`config.mk`:
```
export PLATFORM = sky130hd
export DESIGN_NAME = orientation_detect_regs
export DESIGN_NICKNAME = d
export VERILOG_FILES = /design/src/include/odr_pkg.sv /design/src/design/orientation_detect_regs.sv
export SDC_FILE = /design/constraint.sdc
export NUM_CORES = 1
export LEC_CHECK = 0
export ABC_AREA = 0
export BUFFER_PORTS_ARGS = -buffer_cell sky130_fd_sc_hd__clkbuf_2
export CAP_MARGIN = 20
export CORE_ASPECT_RATIO = 1.2
export CORE_MARGIN = 5
export CORE_UTILIZATION = 35
export DETAILED_ROUTE_END_ITERATION = 7
export SYNTH_ARGS = -nofsm -noshare
export SYNTH_HDL_FRONTEND = slang
export SYNTH_SLANG_ARGS = --single-unit
```
`constraint.sdc`:
```
create_clock -name clk -period 6.15 [get_ports clk]
set_clock_uncertainty 0.05 [all_clocks]
set_input_delay 0 -clock clk [delete_from_list [all_inputs] [get_ports clk]]
set_output_delay 0 -clock clk [all_outputs]
set_load 0.1 [all_outputs]
```
`src/include/odr_pkg.sv`:
```
// Package of the orientation detection block: register map, field layout,
// reset values, angle thresholds and the settle time step figures.
// Assumes the register port and the acceleration front end share one clock.
package odr_pkg;

  // Register offsets on the serial register port.
  localparam logic [7:0] ORIENTATION_STATUS = 8'h10;
  localparam logic [7:0] ORIENTATION_CONFIG = 8'h11;
  localparam logic [7:0] ORIENTATION_SETTLE_COUNT = 8'h12;
  localparam logic [7:0] FACING_AND_TILT_ANGLES = 8'h13;
  localparam logic [7:0] ORIENTATION_THRESHOLD_HYSTERESIS = 8'h14;

  // Status field positions.
  localparam int STAT_CHANGE_BIT = 7;
  localparam int STAT_TILT_BIT = 6;
  localparam int STAT_ORIENT_HI = 2;
  localparam int STAT_ORIENT_LO = 1;
  localparam int STAT_FACING_BIT = 0;

  // Configuration field positions and reset values.
  localparam int CFG_MODE_BIT = 7;
  localparam int CFG_ENABLE_BIT = 6;
  localparam logic CFG_MODE_RESET = 1'b1;
  localparam logic CFG_ENABLE_RESET = 1'b0;
  localparam logic [7:0] SETTLE_COUNT_RESET = 8'h00;

  // Screen orientation codes.
  typedef enum logic [1:0] {
    ODR_PORTRAIT_UP = 2'b00,
    ODR_PORTRAIT_DOWN = 2'b01,
    ODR_LANDSCAPE_RIGHT = 2'b10,
    ODR_LANDSCAPE_LEFT = 2'b11
  } odr_orient_type;

  // Fixed read-only codes.
  localparam logic [1:0] FACING_TRIP_CODE = 2'b01;
  localparam logic [2:0] STEEP_ANGLE_CODE = 3'b100;
  localparam logic [4:0] ORIENTATION_TRIP_CODE = 5'b1_0000;
  localparam logic [2:0] ANGLE_MARGIN_CODE = 3'b100;

  // Angles in degrees used by the candidate evaluation.
  localparam logic [6:0] FACING_TRIP_DEG = 7'h4b;
  localparam logic [6:0] STEEP_ANGLE_DEG = 7'h1d;
  localparam logic [6:0] TO_PORTRAIT_DEG = 7'h3b;
  localparam logic [6:0] TO_LANDSCAPE_DEG = 7'h1f;

  // Sample rate selection codes, fastest first.
  localparam logic [2:0] RATE_800 = 3'h0;
  localparam logic [2:0] RATE_400 = 3'h1;
  localparam logic [2:0] RATE_200 = 3'h2;
  localparam logic [2:0] RATE_100 = 3'h3;
  localparam logic [2:0] RATE_50 = 3'h4;
  localparam logic [2:0] RATE_12P5 = 3'h5;

  // Oversampling mode codes.
  typedef enum logic [1:0] {
    ODR_OS_NORMAL = 2'b00,
    ODR_OS_QUIET_LOW_POWER = 2'b01,
    ODR_OS_HIGH_RES = 2'b10,
    ODR_OS_LOW_POWER = 2'b11
  } odr_os_type;

  // Settle time step in microseconds.
  localparam logic [17:0] STEP_1250_US = 18'h004e2;
  localparam logic [17:0] STEP_2500_US = 18'h009c4;
  localparam logic [17:0] STEP_5000_US = 18'h01388;
  localparam logic [17:0] STEP_10000_US = 18'h02710;
  localparam logic [17:0] STEP_20000_US = 18'h04e20;
  localparam logic [17:0] STEP_80000_US = 18'h13880;
  localparam logic [17:0] STEP_160000_US = 18'h27100;

endpackage : odr_pkg

```
`src/design/orientation_detect_regs.sv`:
```
// Orientation detection with its five registers on the serial register port.
// Assumes the angle and over-range inputs come from the acceleration front
// end on the same clock, qualified by sampleStrobe once per output sample.
//
// Summary of operation
// Status read clears change flag and event.
// Change flag set on first detect or change.
// Fields keep updating while change flag set.
// Any axis over 1.25 g holds orientation.
// Orientation codes in bits 2:1.
// Facing bit 0, 0 front, 1 back.
// Steep tilt flag bit 6 on lockout.
// Status fields and flag zero after reset.
// Mode bit: 0 decrements, 1 clears counter.
// Detection runs only when enable bit set.
// Eight-bit settle count, reset zero.
// Wake/sleep transition resets settle counter.
// Time step from rate and oversampling mode.
// Read-only facing trip code 01.
// Read-only steep angle code 100.
// Read-only trip code 1_0000, margin 100.
// Landscape to portrait 59, reverse 31.
// Candidate per sample, update after count.
// Status and fixed registers ignore writes.
`timescale 1ns/10ps
module orientation_detect_regs (
  input wire logic clk,
  input wire logic rst_b,
  input wire logic ce,
  input wire logic [7:0] regAddr,
  input wire logic regWrEn,
  input wire logic [7:0] regWrData,
  input wire logic regRdEn,
  output logic [7:0] regRdData,
  output logic regRdValid,
  input wire logic sampleStrobe,
  input wire logic activeMode,
  input wire logic sleepMode,
  input wire logic [2:0] sampleRate,
  input wire logic [1:0] osMode,
  input wire logic [2:0] axisOverRange,
  input wire logic [6:0] portraitAngle,
  input wire logic portraitInverted,
  input wire logic landscapeLeft,
  input wire logic [6:0] facingAngle,
  input wire logic facingBackward,
  input wire logic [6:0] screenElevation,
  output logic orientationEvent,
  output logic [17:0] settleStepUs
);

  logic orientationChangeFlag_r;
  logic steepTiltFlag_r;
  logic [1:0] screenOrientation_r;
  logic facingSide_r;
  logic settleCounterMode_r;
  logic orientationEnable_r;
  logic [7:0] settleCountValue_r;
  logic [7:0] settleCnt_r;
  logic [7:0] settleCnt_nxt;
  logic firstPending_r;
  logic activeDly_r;
  logic sleepDly_r;
  logic [1:0] candOrient;
  logic candFacing;
  logic candTilt;
  logic overG;
  logic differs;
  logic evalNow;
  logic doUpdate;
  logic statusRead;
  logic wakeSleepEdge;
  logic newEvent;
  logic wrConfig;
  logic wrCount;
  logic [7:0] rdMux;

  // Settle time step for a sample rate and oversampling mode.
  function automatic logic [17:0] step_us(input logic [2:0] rate, input logic [1:0] os);
    logic [17:0] s;
    s = odr_pkg::STEP_20000_US;
    if (rate == odr_pkg::RATE_800) begin
      s = odr_pkg::STEP_1250_US;
    end else if (rate == odr_pkg::RATE_400 || os == odr_pkg::ODR_OS_HIGH_RES) begin
      s = odr_pkg::STEP_2500_US;
    end else if (rate == odr_pkg::RATE_200) begin
      s = odr_pkg::STEP_5000_US;
    end else if (rate == odr_pkg::RATE_100) begin
      s = odr_pkg::STEP_10000_US;
    end else if (rate == odr_pkg::RATE_50 || os == odr_pkg::ODR_OS_NORMAL) begin
      s = odr_pkg::STEP_20000_US;
    end else if (rate == odr_pkg::RATE_12P5 || os == odr_pkg::ODR_OS_QUIET_LOW_POWER) begin
      s = odr_pkg::STEP_80000_US;
    end else begin
      s = odr_pkg::STEP_160000_US;
    end
    return s;
  endfunction : step_us

  // Register address match, used by both the read and the write paths.
  function automatic logic addr_is(input logic [7:0] a, input logic [7:0] offset);
    return a == offset;
  endfunction : addr_is

  // Portrait code for the sensed inversion.
  function automatic logic [1:0] portrait_code(input logic inverted);
    logic [1:0] c;
    c = odr_pkg::ODR_PORTRAIT_UP;
    if (inverted) begin
      c = odr_pkg::ODR_PORTRAIT_DOWN;
    end
    return c;
  endfunction : portrait_code

  // Landscape code for the sensed side.
  function automatic logic [1:0] landscape_code(input logic left);
    logic [1:0] c;
    c = odr_pkg::ODR_LANDSCAPE_RIGHT;
    if (left) begin
      c = odr_pkg::ODR_LANDSCAPE_LEFT;
    end
    return c;
  endfunction : landscape_code

  // Strobes are qualified by the clock enable so a frozen block takes nothing.
  assign statusRead = ce && regRdEn && addr_is(regAddr, odr_pkg::ORIENTATION_STATUS);
  assign wrConfig = ce && regWrEn && addr_is(regAddr, odr_pkg::ORIENTATION_CONFIG);
  assign wrCount = ce && regWrEn && addr_is(regAddr, odr_pkg::ORIENTATION_SETTLE_COUNT);
  assign wakeSleepEdge = sleepMode != sleepDly_r;
  assign overG = |axisOverRange;
  assign evalNow = sampleStrobe && activeMode && orientationEnable_r && !overG;

  // Candidate steep tilt: screen plane too close to horizontal.
  assign candTilt = screenElevation < odr_pkg::STEEP_ANGLE_DEG;

  // Candidate facing: flips only past the trip angle, otherwise held.
  always_comb begin
    candFacing = facingSide_r;
    if (facingAngle >= odr_pkg::FACING_TRIP_DEG) begin
      candFacing = facingBackward;
    end
  end

  // Candidate orientation with hysteresis around the 45 degree threshold.
  always_comb begin
    candOrient = screenOrientation_r;
    if (candTilt) begin
      candOrient = screenOrientation_r;
    end else if (!screenOrientation_r[1]) begin
      // In portrait the angle must fall below the lower trip to leave.
      if (portraitAngle < odr_pkg::TO_LANDSCAPE_DEG) begin
        candOrient = landscape_code(landscapeLeft);
      end else begin
        candOrient = portrait_code(portraitInverted);
      end
    end else begin
      // In landscape the angle must rise above the upper trip to leave.
      if (portraitAngle > odr_pkg::TO_PORTRAIT_DEG) begin
        candOrient = portrait_code(portraitInverted);
      end else begin
        candOrient = landscape_code(landscapeLeft);
      end
    end
  end

  assign differs = {candTilt, candOrient, candFacing}
                   != {steepTiltFlag_r, screenOrientation_r, facingSide_r};

  // A differing candidate is taken once the counter has reached the count.
  assign doUpdate = evalNow && differs && (settleCnt_r >= settleCountValue_r);

  // An update, or the first evaluation after activation, raises the flag.
  assign newEvent = doUpdate || (evalNow && firstPending_r);

  // The counter saturates so a long settle count can never wrap to zero
  // and fire an early update; a wake or sleep change restarts settling.

  always_comb begin
    settleCnt_nxt = settleCnt_r;
    if (wakeSleepEdge) begin
      settleCnt_nxt = 8'h00;
    end else if (evalNow) begin
      if (doUpdate) begin
        settleCnt_nxt = 8'h00;
      end else if (differs) begin
        settleCnt_nxt = (settleCnt_r == 8'hff) ? settleCnt_r : settleCnt_r + 8'h01;
      end else if (settleCounterMode_r) begin
        settleCnt_nxt = 8'h00;
      end else if (settleCnt_r != 8'h00) begin
        settleCnt_nxt = settleCnt_r - 8'h01;
      end
    end
  end

  always_ff @(posedge clk or negedge rst_b) begin
    if (!rst_b) begin
      settleCnt_r <= 8'h00;
    end else if (ce) begin
      settleCnt_r <= settleCnt_nxt;
    end
  end

  // Mode edge detectors for wake/sleep and standby/active.
  always_ff @(posedge clk or negedge rst_b) begin
    if (!rst_b) begin
      sleepDly_r <= 1'b0;
      activeDly_r <= 1'b0;
    end else if (ce) begin
      sleepDly_r <= sleepMode;
      activeDly_r <= activeMode;
    end
  end

  // First detection after entering active mode is still owed.
  always_ff @(posedge clk or negedge rst_b) begin
    if (!rst_b) begin
      firstPending_r <= 1'b0;
    end else if (ce) begin
      if (activeMode && !activeDly_r) begin
        firstPending_r <= 1'b1;
      end else if (!activeMode || evalNow) begin
        firstPending_r <= 1'b0;
      end
    end
  end

  // Reported fields follow updates regardless of the change flag.
  always_ff @(posedge clk or negedge rst_b) begin
    if (!rst_b) begin
      steepTiltFlag_r <= 1'b0;
      screenOrientation_r <= odr_pkg::ODR_PORTRAIT_UP;
      facingSide_r <= 1'b0;
    end else if (ce && doUpdate) begin
      steepTiltFlag_r <= candTilt;
      screenOrientation_r <= candOrient;
      facingSide_r <= candFacing;
    end
  end

  // Change flag: a new event in the read cycle wins over the clear.
  always_ff @(posedge clk or negedge rst_b) begin
    if (!rst_b) begin
      orientationChangeFlag_r <= 1'b0;
    end else if (ce) begin
      if (newEvent) begin
        orientationChangeFlag_r <= 1'b1;
      end else if (statusRead) begin
        orientationChangeFlag_r <= 1'b0;
      end
    end
  end

  always_ff @(posedge clk or negedge rst_b) begin
    if (!rst_b) begin
      orientationEvent <= 1'b0;
    end else if (ce) begin
      if (newEvent) begin
        orientationEvent <= 1'b1;
      end else if (statusRead) begin
        orientationEvent <= 1'b0;
      end
    end
  end

  // Writable configuration; other offsets ignore writes.
  always_ff @(posedge clk or negedge rst_b) begin
    if (!rst_b) begin
      settleCounterMode_r <= odr_pkg::CFG_MODE_RESET;
      orientationEnable_r <= odr_pkg::CFG_ENABLE_RESET;
    end else if (wrConfig) begin
      settleCounterMode_r <= regWrData[odr_pkg::CFG_MODE_BIT];
      orientationEnable_r <= regWrData[odr_pkg::CFG_ENABLE_BIT];
    end
  end

  always_ff @(posedge clk or negedge rst_b) begin
    if (!rst_b) begin
      settleCountValue_r <= odr_pkg::SETTLE_COUNT_RESET;
    end else if (wrCount) begin
      settleCountValue_r <= regWrData;
    end
  end

  // Read multiplexer; status reports the value before the clear.
  // Unused bits stay zero so hosts may compare whole bytes.
  always_comb begin
    rdMux = 8'h00;
    case (regAddr)
      odr_pkg::ORIENTATION_STATUS: begin
        rdMux[odr_pkg::STAT_CHANGE_BIT] = orientationChangeFlag_r;
        rdMux[odr_pkg::STAT_TILT_BIT] = steepTiltFlag_r;
        rdMux[odr_pkg::STAT_ORIENT_HI:odr_pkg::STAT_ORIENT_LO] = screenOrientation_r;
        rdMux[odr_pkg::STAT_FACING_BIT] = facingSide_r;
      end
      odr_pkg::ORIENTATION_CONFIG: begin
        rdMux[odr_pkg::CFG_MODE_BIT] = settleCounterMode_r;
        rdMux[odr_pkg::CFG_ENABLE_BIT] = orientationEnable_r;
      end
      odr_pkg::ORIENTATION_SETTLE_COUNT: begin
        rdMux = settleCountValue_r;
      end
      odr_pkg::FACING_AND_TILT_ANGLES: begin
        rdMux = {odr_pkg::FACING_TRIP_CODE, 3'h0, odr_pkg::STEEP_ANGLE_CODE};
      end
      odr_pkg::ORIENTATION_THRESHOLD_HYSTERESIS: begin
        rdMux = {odr_pkg::ORIENTATION_TRIP_CODE, odr_pkg::ANGLE_MARGIN_CODE};
      end
      default: begin
        rdMux = 8'h00;
      end
    endcase
  end

  always_ff @(posedge clk or negedge rst_b) begin
    if (!rst_b) begin
      regRdData <= 8'h00;
      regRdValid <= 1'b0;
    end else if (ce) begin
      regRdValid <= regRdEn;
      if (regRdEn) begin
        regRdData <= rdMux;
      end
    end
  end

  always_ff @(posedge clk or negedge rst_b) begin
    if (!rst_b) begin
      settleStepUs <= odr_pkg::STEP_1250_US;
    end else if (ce) begin
      settleStepUs <= step_us(sampleRate, osMode);
    end
  end

endmodule : orientation_detect_regs

```
==> results of run 1 <==
==> repair_timing <==
action | 4_1_cts | 5_1_grt
hold buffers | 20 | 0
setup endpoints to repair | 0 | 0
endpoints found under the hold margin | 63 | 0
==> tightest hold or removal path, delay by kind of cell <==
family | cells | cell delay (ns)
buffers and inverters | 1 | 0.12
AO/OA/AOI/OAI | 1 | 0.08
AND/OR/NAND/NOR | 2 | 0.12
==> Yosys cell counts (3+ instances only) <==
cell type  number  area (um^2)
mux2_2         11          124
a21o_1          3         22.5
nand2_1        34          128
o21ai_1         3         15.0
nor2b_1         5         31.3
a21oi_1        23          115
ha_1           11          138
nand4_1         5         31.3
inv_1          19         71.3
o21ai_0        30          150
and3_1          5         31.3
clkbuf_1       18         67.6
a22oi_1         4         30.0
nor4b_1         3         26.3
xor2_1          6         52.6
nor3_1         13         65.1
a22o_1          4         35.0
nor2_1         32          120
o2bb2ai_1       3         26.3
nand3_1        15         75.1
nor4_1          3         18.8
dfstp_2         6          158
dfrtp_1        45         1130
nand2b_1       12         75.1
==> logic make-up after synthesis <==
family / share of synthesized area, %
muxes: 4.89
xor gates and xnor gates: 2.17
AOI/OAI and AO/OA: 20.4
adders and majority gates: 4.58
other: 0.116
and+or+nand+nor: 22.6
buffers and inverters: 5.47
DFF: 39.8
==> per-layer routing <==
layer	vias up	global-route usage [%]	wire length [um]	part of all wire, %
met4	0	4.34	92	1.1
met5	-	0	0	0
met1	1388	17.9	3520	43
li1	1495	-	-	-
met2	48	26.5	4250	52
met3	7	2.85	258	3.2
==> worst paths after layout <==
path                                                to  slack [ns]              from
worst max-delay path                      facingSide_r        3.14    settleCnt_r[0]
worst min-delay path            screenOrientation_r[1]        0.01  portraitAngle[6]
worst max register to register            facingSide_r        3.14    settleCnt_r[0]
worst min register to register            regRdData[6]        0.44      regRdData[6]
max in group asynchronous                 regRdData[1]        5.31             rst_b
min in group asynchronous             settleStepUs[14]        0.30             rst_b
==> power groups by stage <==
| stage | combinational (mW) | clock, mW | sequential, mW |
|---|---|---|---|
| after floorplan | 0.246 | 0 | 0.493 |
| after global placement | 0.379 | 0 | 0.445 |
| after detailed placement | 0.384 | 0 | 0.447 |
| after CTS | 0.393 | 0.208 | 0.441 |
| after global routing | 0.436 | 0.218 | 0.449 |
| final | 0.392 | 0.201 | 0.442 |
==> state kept, by name (all words and copies together) (netlist names) <==
name and flops:
sleepDly_r 1, facingSide_r 1, regRdData 8, settleStepUs 16
settleCountValue_r 8, settleCounterMode_r 1, steepTiltFlag_r 1, settleCnt_r 8
regRdValid 1, firstPending_r 1, orientationEnable_r 1, activeDly_r 1
screenOrientation_r 2, orientationEvent 1
==> through the flow <==
stage | util, % | std cells | hold slack, ns | setup slack (ns)
finish | 44.0 | 578 | 0.0113 | 3.14
detailed placement | 40.8 | 550 | 0.112 | 3.72
CTS | 44.0 | 578 | 0.00214 | 3.14
global placement | 40.8 | 550 | 0.106 | 3.79
global route | 44.0 | 578 | 0.0317 | 2.85
floorplan | - | 370 | -0.346 | 3.94
==> layout make-up <==
class                   count  area (um^2)  area share (%)
clock buffers               5         68.8            1.73
clock inverters             3         23.8           0.597
inverters                  19         71.3            1.79
multi-input cells         278         1770            44.4
flip-flops and latches     51         1280            32.3
well taps                 120          150            3.77
repair buffers            102          613            15.4
==> out/results.tsv, run 1 <==
metric	value	unit
Placed Area	3690	um^2
vias in the first global route	2938	
Initial DRC Count	147	
final hold vios	0	
Worst setup SP type	flip-flop	
Post-synth EDFFs	0	
WS Path Type	reg -> reg	
Post-Syn Instances	369	
power per standard cell area	260	nW/um^2
FF+latch count, synth	51	
Lkg Pwr	1.84	nW
synth warn	0	
Pre-antenna DRT Iters	7	
clock root buffer	clkbuf_8	
Setup TNS	0	ns
Die X	97.6	um
DIE AREA	11200	um^2
Fmax	332	MHz
most frequent cells in the layout	clkbuf_2, dfrtp_1, nand2_1, nor2_1, o21ai_0	
layout cells sized above 1	26.4	%
Routability Congestion	0.852	
Setup crit end kind	flip-flop	
CTS H-tree lvls	2	
Initial Utilization	35.7	%
row count	38	
Clk pin slew, worst setup/hold paths	0.10	ns
TritonCTS clock tree	built	
Max Slew Vio Count	0	
max-cap violation count	0	
clk_lat worst skew	0.32	ns
Clock Sinks	51	
Critical Path AT	3.16	ns
Setup violations, final	0	
HP Class	in -> reg	
Clock power frac	19.4	%
crit path max fanout	7	
aggregate global routing overflow	0	
Area Growth Syn to Fin	23.4	%
Gate power share	37.9	%
post-route cell area	3980	um^2
CP Cell Sequence	inv_1 > ha_1 > nand2b_1 > a21oi_1 > nor2b_1 > o21ai_0 > a31oi_2 > and3_1 > nand3_1 > mux2_2 > dlygate4sd3_1	
slew margin rel.	52.6	%
WP data required	6.30	ns
status	completed	
delay-heaviest family, CP	buffers and inverters	
Avg WL per Cell	14.1	um
Fillers	912	
internal power	0.603	mW
Critical-path top delay cell	dlygate4sd3_1	
IO Pins	84	
Period minus WS final	3.01	ns
first-pass GRT wire length	13700	um
asr flop ratio synth	100	%
CP Buf/Inv Count	2	
worst hold path stage count	4	
Antenna diodes	0	
Critical Path Max Stage Delay	0.56	ns
hpwl dp	6120	um
Synth Flop Type	dfrtp_1	
initial antenna violation count	0	
largest net degree at the start of global routing	52	
Avg Cell Area, Syn	8.74	um^2
DRC errors left	0	
post-synthesis sequential area ratio	39.8	%
RSZ-0062 raised after global routing	no	
Post-CTS Setup Bufs	0	
most common cell after layout, fill and taps aside	clkbuf_2	
Post-Route WL	8120	um
total power	1.03	mW
post-synth design cell area	3220	um^2
Net Sw Power	0.431	mW
Core Footprint	9030	um^2
CTS max path bufs	2	
Post-layout nets	524	
fin crit share	49.0	%
Final ANT Viol Nets	0	
number of distinct standard cells referenced by the synthesized netlist	63	
Seq pwr share	42.7	%
Slew @ Worst Pin	0.712	ns
Num CTS Buffers	5	
via count	2938	
Avg Vias per Cell	5.08	
Reg2Reg Depth	11	
post-CTS sizing	0	
Max VDD drop	0.000105	V
critical path depth in cells	11	
Sw Ratio	41.7	%
All-Layer GR Usage	14.7	%
Port Buffers	81	
die height	115	um
Note: power is estimated with default switching activity, not from simulation.
==> run 2, diff against run 1 <==
- clock period: 6.15 -> 2.7 ns (I/O delays scaled with it)
==> run 2 against run 1 <==
Net effect:
- utilization rose by 0.42 points
- critical path type unchanged
- setup slack got worse by 2.9 ns
- global-route usage increased by 0.43 points
- die area stayed put
- total power up 130%
==> out/results.tsv, run 2 (synthesis results as in run 1) <==
metric	value	unit	change
status	completed		
Routability Congestion	0.855		+0.46%
CP Cell Sequence	inv_1 > ha_1 > nand2b_1 > a21oi_1 > nor2b_1 > o21ai_0 > a31oi_2 > and3_1 > nand3_1 > mux2_2		
Setup violations, final	0		unchanged
Slew @ Worst Pin	0.682	ns	-0.0300 ns
Setup TNS	0	ns	unchanged
HP Class	in -> reg		
DRC errors left	0		unchanged
Critical Path Max Stage Delay	0.44	ns	-0.12 ns
clk_lat worst skew	0.32	ns	about the same
initial antenna violation count	0		unchanged
WS Path Type	reg -> reg		
CP Buf/Inv Count	1		-1
Period minus WS final	2.48	ns	-0.530 ns
IO Pins	84		unchanged
post-route cell area	4020	um^2	+0.94%
total power	2.40	mW	+130%
Setup crit end kind	flip-flop		
most frequent cells in the layout	clkbuf_2, dfrtp_1, nand2_1, nor2_1, o21ai_0		
Avg Vias per Cell	5.16		+1.5%
pre-CTS WS	0.266	ns	-3.46 ns
fin crit share	91.9	%	+43 points
Clock Sinks	51		unchanged
Pre-antenna DRT Iters	4		-3
Max Slew Vio Count	0		unchanged
Placed Area	3710	um^2	+0.61%
Fillers	922		+1.1%
Max VDD drop	0.000241	V	+130%
Critical-path top delay cell	dfrtp_1		
RSZ-0062 raised after global routing	no		
crit path max fanout	7		unchanged
DIE AREA	11200	um^2	unchanged
Sw Ratio	41.4	%	-0.29 points
Area Growth Syn to Fin	24.6	%	
Clk pin slew, worst setup/hold paths	0.10	ns	about the same
Clock power frac	19.9	%	+0.5 points
Reg with most FFs	settleStepUs		
most common cell after layout, fill and taps aside	clkbuf_2		
Fmax	403	MHz	+21%
final worst slack	0.219	ns	-2.92 ns
Lkg Pwr	1.86	nW	+1.3%
Post-CTS Setup Bufs	0		unchanged
Initial Utilization	35.7	%	unchanged
CTS max path bufs	2		unchanged
power per standard cell area	598	nW/um^2	+130%
max reg flops	16		unchanged
Avg WL per Cell	14.6	um	+4.0%
Antenna diodes	0		unchanged
Post-Route WL	8510	um	+4.8%
Net Sw Power	0.995	mW	+130%
final hold vios	0		unchanged
Port Buffers	81		unchanged
Final ANT Viol Nets	0		unchanged
WP data required	2.86	ns	-3.44 ns
aggregate global routing overflow	0		unchanged
row count	38		unchanged
Core Footprint	9030	um^2	unchanged
worst hold margin	0.0275	ns	+0.0162 ns
max-cap violation count	0		unchanged
clock root buffer	clkbuf_8		
TritonCTS clock tree	built		
largest net degree at the start of global routing	52		unchanged
first-pass GRT wire length	13900	um	+1.5%
layout cells sized above 1	26.8	%	+0.42 points
Gate power share	38.9	%	+1.0 points
internal power	1.41	mW	+130%
Critical Path AT	2.64	ns	-0.52 ns
All-Layer GR Usage	15.1	%	+0.43 points
die height	115	um	unchanged
Initial DRC Count	143		-2.7%
via count	3003		+2.2%
Num CTS Buffers	5		unchanged
hpwl dp	6340	um	+3.6%
slew margin rel.	54.6	%	+2.0 points
delay-heaviest family, CP	simple AND/OR/NAND/NOR gates		
CTS H-tree lvls	2		unchanged
vias in the first global route	2983		+1.5%
Seq pwr share	41.3	%	-1.4 points
Worst setup SP type	flip-flop		
Post-layout nets	528		+0.76%
Die X	97.6	um	unchanged
## run 2: cell count changes in the layout (fill, tap and decap cells not counted)
cell / delta
clkbuf_1: +1
clkbuf_8: +1
buf_4: +3
nor4b_1: -1
inv_6: -1
nor4b_2: +1
clkinv_2: +1
clkinvlp_4: -2
dlygate4sd3_1: +1
## run 2: area by class of cell
cell class                 count  area, um^2  area share (%)
multi-input combinational    278        1770            44.2
sequential                    51        1280            32.0
timing repair buffer         106         646            16.1
tap                          120         150            3.74
clock buffer                   7        86.3            2.15
inverter                      19        71.3            1.78
clock inverter                 1        5.00           0.125
## run 2: timing repair
item | in CTS | in global routing
setup endpoints to repair | 0 | 1
gates resized for setup | 0 | 1
endpoints found under the hold margin | 63 | 0
hold buffers | 21 | 0
## run 2: worst min-delay path: cells and delay by family
family	cells	cell delay, ns
buffers and inverters	1	0.10
AND/OR/NAND/NOR	1	0.07
AO/OA/AOI/OAI	2	0.21
## run 2: worst paths after layout
path,end,slack (ns),cells past startpoint,start
max,facingSide_r,0.22,10,settleCnt_r[0]
min,screenOrientation_r[0],0.03,4,landscapeLeft
max reg2reg,facingSide_r,0.22,10,settleCnt_r[0]
min reg2reg,regRdData[3],0.44,2,regRdData[3]
max in group asynchronous,firstPending_r,1.85,3,rst_b
min in group asynchronous,settleStepUs[14],0.29,3,rst_b
## run 2: stage by stage
step                      instances  util (%)
after CTS                       582      44.4
after global routing            582      44.5
after global placement          553      41.1
after detailed placement        553      41.1
after floorplan                 370         -
final                           582      44.5
## run 2: metal layers
layer | GRT usage [%] | vias to the layer above | routed length (um)
met3 | 2.73 | 13 | 304
met4 | 5.36 | 0 | 148
li1 | - | 1503 | -
met1 | 17.7 | 1423 | 3680
met5 | 0 | - | 0
met2 | 27.8 | 64 | 4380
## run 2: power by group through the flow
stage	clock, mW	combinational, mW	sequential, mW
after floorplan	0	0.560	1.12
after global placement	0	0.892	1.00
after detailed placement	0	0.910	1.00
after CTS	0.492	0.935	0.989
after global routing	0.519	1.03	1.01
final	0.478	0.934	0.992
==> run 3, diff against run 2 <==
- ABC_AREA: 0 -> 1
==> run 3 against run 2 <==
Net effect:
- utilization down 0.18 points
- sequential share of layout area rose by 0.13 points
- total power rose by 2.1%
- routed wire length fell by 6.5%
- critical path type unchanged
- fmax is 21% higher
- register-to-register slack improved by 0.43 ns
- combinational power rose by 2%
==> out/results.tsv, run 3 <==
metric	value	unit	change
status	completed		
Final ANT Viol Nets	0		unchanged
Post-Syn Instances	430		+17%
crit path max fanout	9		+2
most frequent cells in the layout	nand2_1, clkbuf_2, inv_1, nor2_1, dfrtp_1		
Routability Congestion	0.913		+6.8%
RR Startpoint	settleCnt_r[6]		
top-count cell post-synth	nand2_1		
Setup crit end kind	flip-flop		
post-synth top area cell	dfrtp_1		
Initial DRC Count	134		-6.3%
Avg Cell Area, Syn	7.50	um^2	-14%
WP data required	2.85	ns	about the same
CP Cell Sequence	ha_1 > nand2_1 > nor2_1 > nand4_1 > o2111ai_1 > nand3_4 > nand2_4 > inv_4 > nand2_8 > nand2_4 > nand2_1 > nand2_1		
Lkg Pwr	2.10	nW	+13%
Critical-path top delay cell	dfrtp_1		
Min-Delay Endpoint	steepTiltFlag_r		
Worst setup SP type	flip-flop		
largest net degree at the start of global routing	52		unchanged
Setup TNS	0	ns	unchanged
TritonCTS clock tree	built		
vias in the first global route	3049		+2.2%
Post-Route WL	7950	um	-6.5%
RSZ-0062 raised after global routing	no		
hpwl dp	6200	um	-2.2%
power per standard cell area	613	nW/um^2	+2.5%
Num CTS Buffers	5		unchanged
layout cells sized above 1	22.8	%	-4.0 points
post-synth design cell area	3220	um^2	unchanged
Core Footprint	9030	um^2	unchanged
Cell Count, Final, Fillers Out	646		+11%
DIE AREA	11200	um^2	unchanged
Sw Ratio	41.1	%	-0.35 points
Critical Path AT	2.21	ns	-0.43 ns
Avg Vias per Cell	4.79		-7.2%
slew margin rel.	56.7	%	+2.1 points
Pre-antenna DRT Iters	4		unchanged
Clock Sinks	51		unchanged
Antenna diodes	0		unchanged
aggregate global routing overflow	0		unchanged
FF+latch count, synth	51		unchanged
Synth Flop Type	dfrtp_1		
Post-layout nets	592		+12%
WS Path Type	reg -> reg		
CTS H-tree lvls	2		unchanged
Reg2Reg Depth	12		+2
max-cap violation count	0		unchanged
Net Sw Power	1.01	mW	+1.2%
post-synth top area share	34.9	%	unchanged
initial antenna violation count	0		unchanged
most frequent CP cell	nand2_1		
Clk pin slew, worst setup/hold paths	0.10	ns	about the same
Period minus WS final	2.05	ns	-0.427 ns
via count	3094		+3.0%
hold wc startpoint	screenElevation[5]		
Critical Path Max Stage Delay	0.48	ns	+0.04 ns
IO Pins	84		unchanged
Seq pwr share	37.9	%	-3.4 points
All-Layer GR Usage	14.7	%	-0.41 points
first-pass GRT wire length	13800	um	-0.99%
fin crit share	76.1	%	-16 points
final hold vios	0		unchanged
post-synthesis sequential area ratio	39.8	%	unchanged
internal power	1.45	mW	+2.7%
Clock power frac	23.3	%	+3.4 points
Fillers	919		-0.33%
clk_lat worst skew	0.31	ns	about the same
Die X	97.6	um	unchanged
Fmax	487	MHz	+21%
worst hold path stage count	4		unchanged
Reg with most FFs	settleStepUs		
post-CTS sizing	0		unchanged
synth warn	0		unchanged
Port Buffers	81		unchanged
Max Slew Vio Count	0		unchanged
asr flop ratio synth	100	%	unchanged
Crit Reg-Reg Endpoint	settleCnt_r[6]		
synth cell count leaders	nand2_1, inv_1, nor2_1		
Gate power share	38.7	%	-0.2 points
CTS max path bufs	2		unchanged
flop-to-flop setup slack	0.65	ns	+0.43 ns
placed cell count	625		+13%
clock root buffer	clkbuf_8		
Post-CTS Setup Bufs	0		unchanged
Area Growth Syn to Fin	24.1	%	
top cells by area, synth	dfrtp_1, nand2_1, inv_1		
Max VDD drop	0.000337	V	+40%
number of distinct standard cells referenced by the synthesized netlist	43		-32%
most common cell after layout, fill and taps aside	nand2_1		
Initial Utilization	35.7	%	unchanged
Avg WL per Cell	12.3	um	-16%
Setup violations, final	0		unchanged
Post-synth EDFFs	0		unchanged
DRC errors left	0		unchanged
HP Class	in -> reg		
Slew @ Worst Pin	0.650	ns	-0.0315 ns
die height	115	um	unchanged
max reg flops	16		unchanged
row count	38		unchanged
-- run 3: cell count changes after synthesis, sizes merged, moves of 11 or more --
cell / delta
mux2: -11
nor2: +20
nand2b: -13
nand2: +82
nand3: +18
a21oi: -11
clkbuf: -14
inv: +42
-- run 3: per-stage QoR --
step	util (%)	hold slack, ns	worst slack, ns	total power, mW	area (um^2)
finish	44.3	0.00574	0.647	2.45	4000
CTS	44.3	0.00323	0.630	2.47	4000
global route	44.3	0.0315	0.479	2.62	4000
floorplan	-	-0.346	0.887	1.67	3230
detailed placement	41.5	0.110	0.650	1.88	3750
global placement	41.5	0.119	0.721	1.87	3750
-- run 3: what timing repair did --
item	CTS	global route
endpoints found under the hold margin	60	0
hold buffers	13	0
endpoints found under the setup margin	0	0
-- run 3: metal layers --
| layer | global-route usage [%] | vias to the layer above | wire length [um] |
|---|---|---|---|
| met4 | 3.97 | 0 | 155 |
| met5 | 0 | - | 0 |
| met3 | 3.46 | 16 | 555 |
| met1 | 18.2 | 1393 | 3500 |
| met2 | 26.0 | 104 | 3740 |
| li1 | - | 1581 | - |
-- run 3: kinds of logic after synthesis --
| family | synth area share (%) |
|---|---|
| AOI/OAI and AO/OA | 11.4 |
| DFF | 39.8 |
| buffers and inverters | 8.61 |
| other | 0.116 |
| and+or+nand+nor | 32.5 |
| adders and majority gates | 4.27 |
| xor gates and xnor gates | 3.26 |
-- run 3: critical path: cells and delay by family (launching register included) --
kind / cells / cell delay [ns]
AO/OA/AOI/OAI: 1 / 0.15
adder cells (fa/ha/maj): 1 / 0.32
AND/OR/NAND/NOR: 9 / 0.90
buffers and inverters: 1 / 0.06
flip-flops: 1 / 0.48
-- run 3: power groups by stage --
stage               sequential [mW]  combinational [mW]  clock [mW]
global placement              0.944               0.930           0
finish                        0.931               0.950       0.572
detailed placement            0.944               0.936           0
floorplan                      1.12               0.544           0
CTS                           0.930               0.953       0.590
global route                  0.943                1.06       0.611
-- run 3: cell type report --
class                      instances  area [um^2]  share of cell area, %
inverter                          62          235                   5.88
tap                              120          150                   3.75
clock inverter                     2         38.8                  0.970
sequential                        51         1280                   32.1
clock buffer                       6         82.6                   2.06
timing repair buffer              95          543                   13.6
multi-input combinational        310         1670                   41.7
-- run 3: worst max path at each step --
stage	startpoint	end	slack (ns)
after floorplan	settleCnt_r[3]	settleCnt_r[4]	0.89
after global placement	settleCnt_r[6]	settleCnt_r[4]	0.72
after detailed placement	settleCnt_r[6]	settleCnt_r[6]	0.65
after CTS	settleCnt_r[6]	settleCnt_r[6]	0.63
after global routing	settleCnt_r[6]	settleCnt_r[6]	0.48
final	settleCnt_r[6]	settleCnt_r[6]	0.65
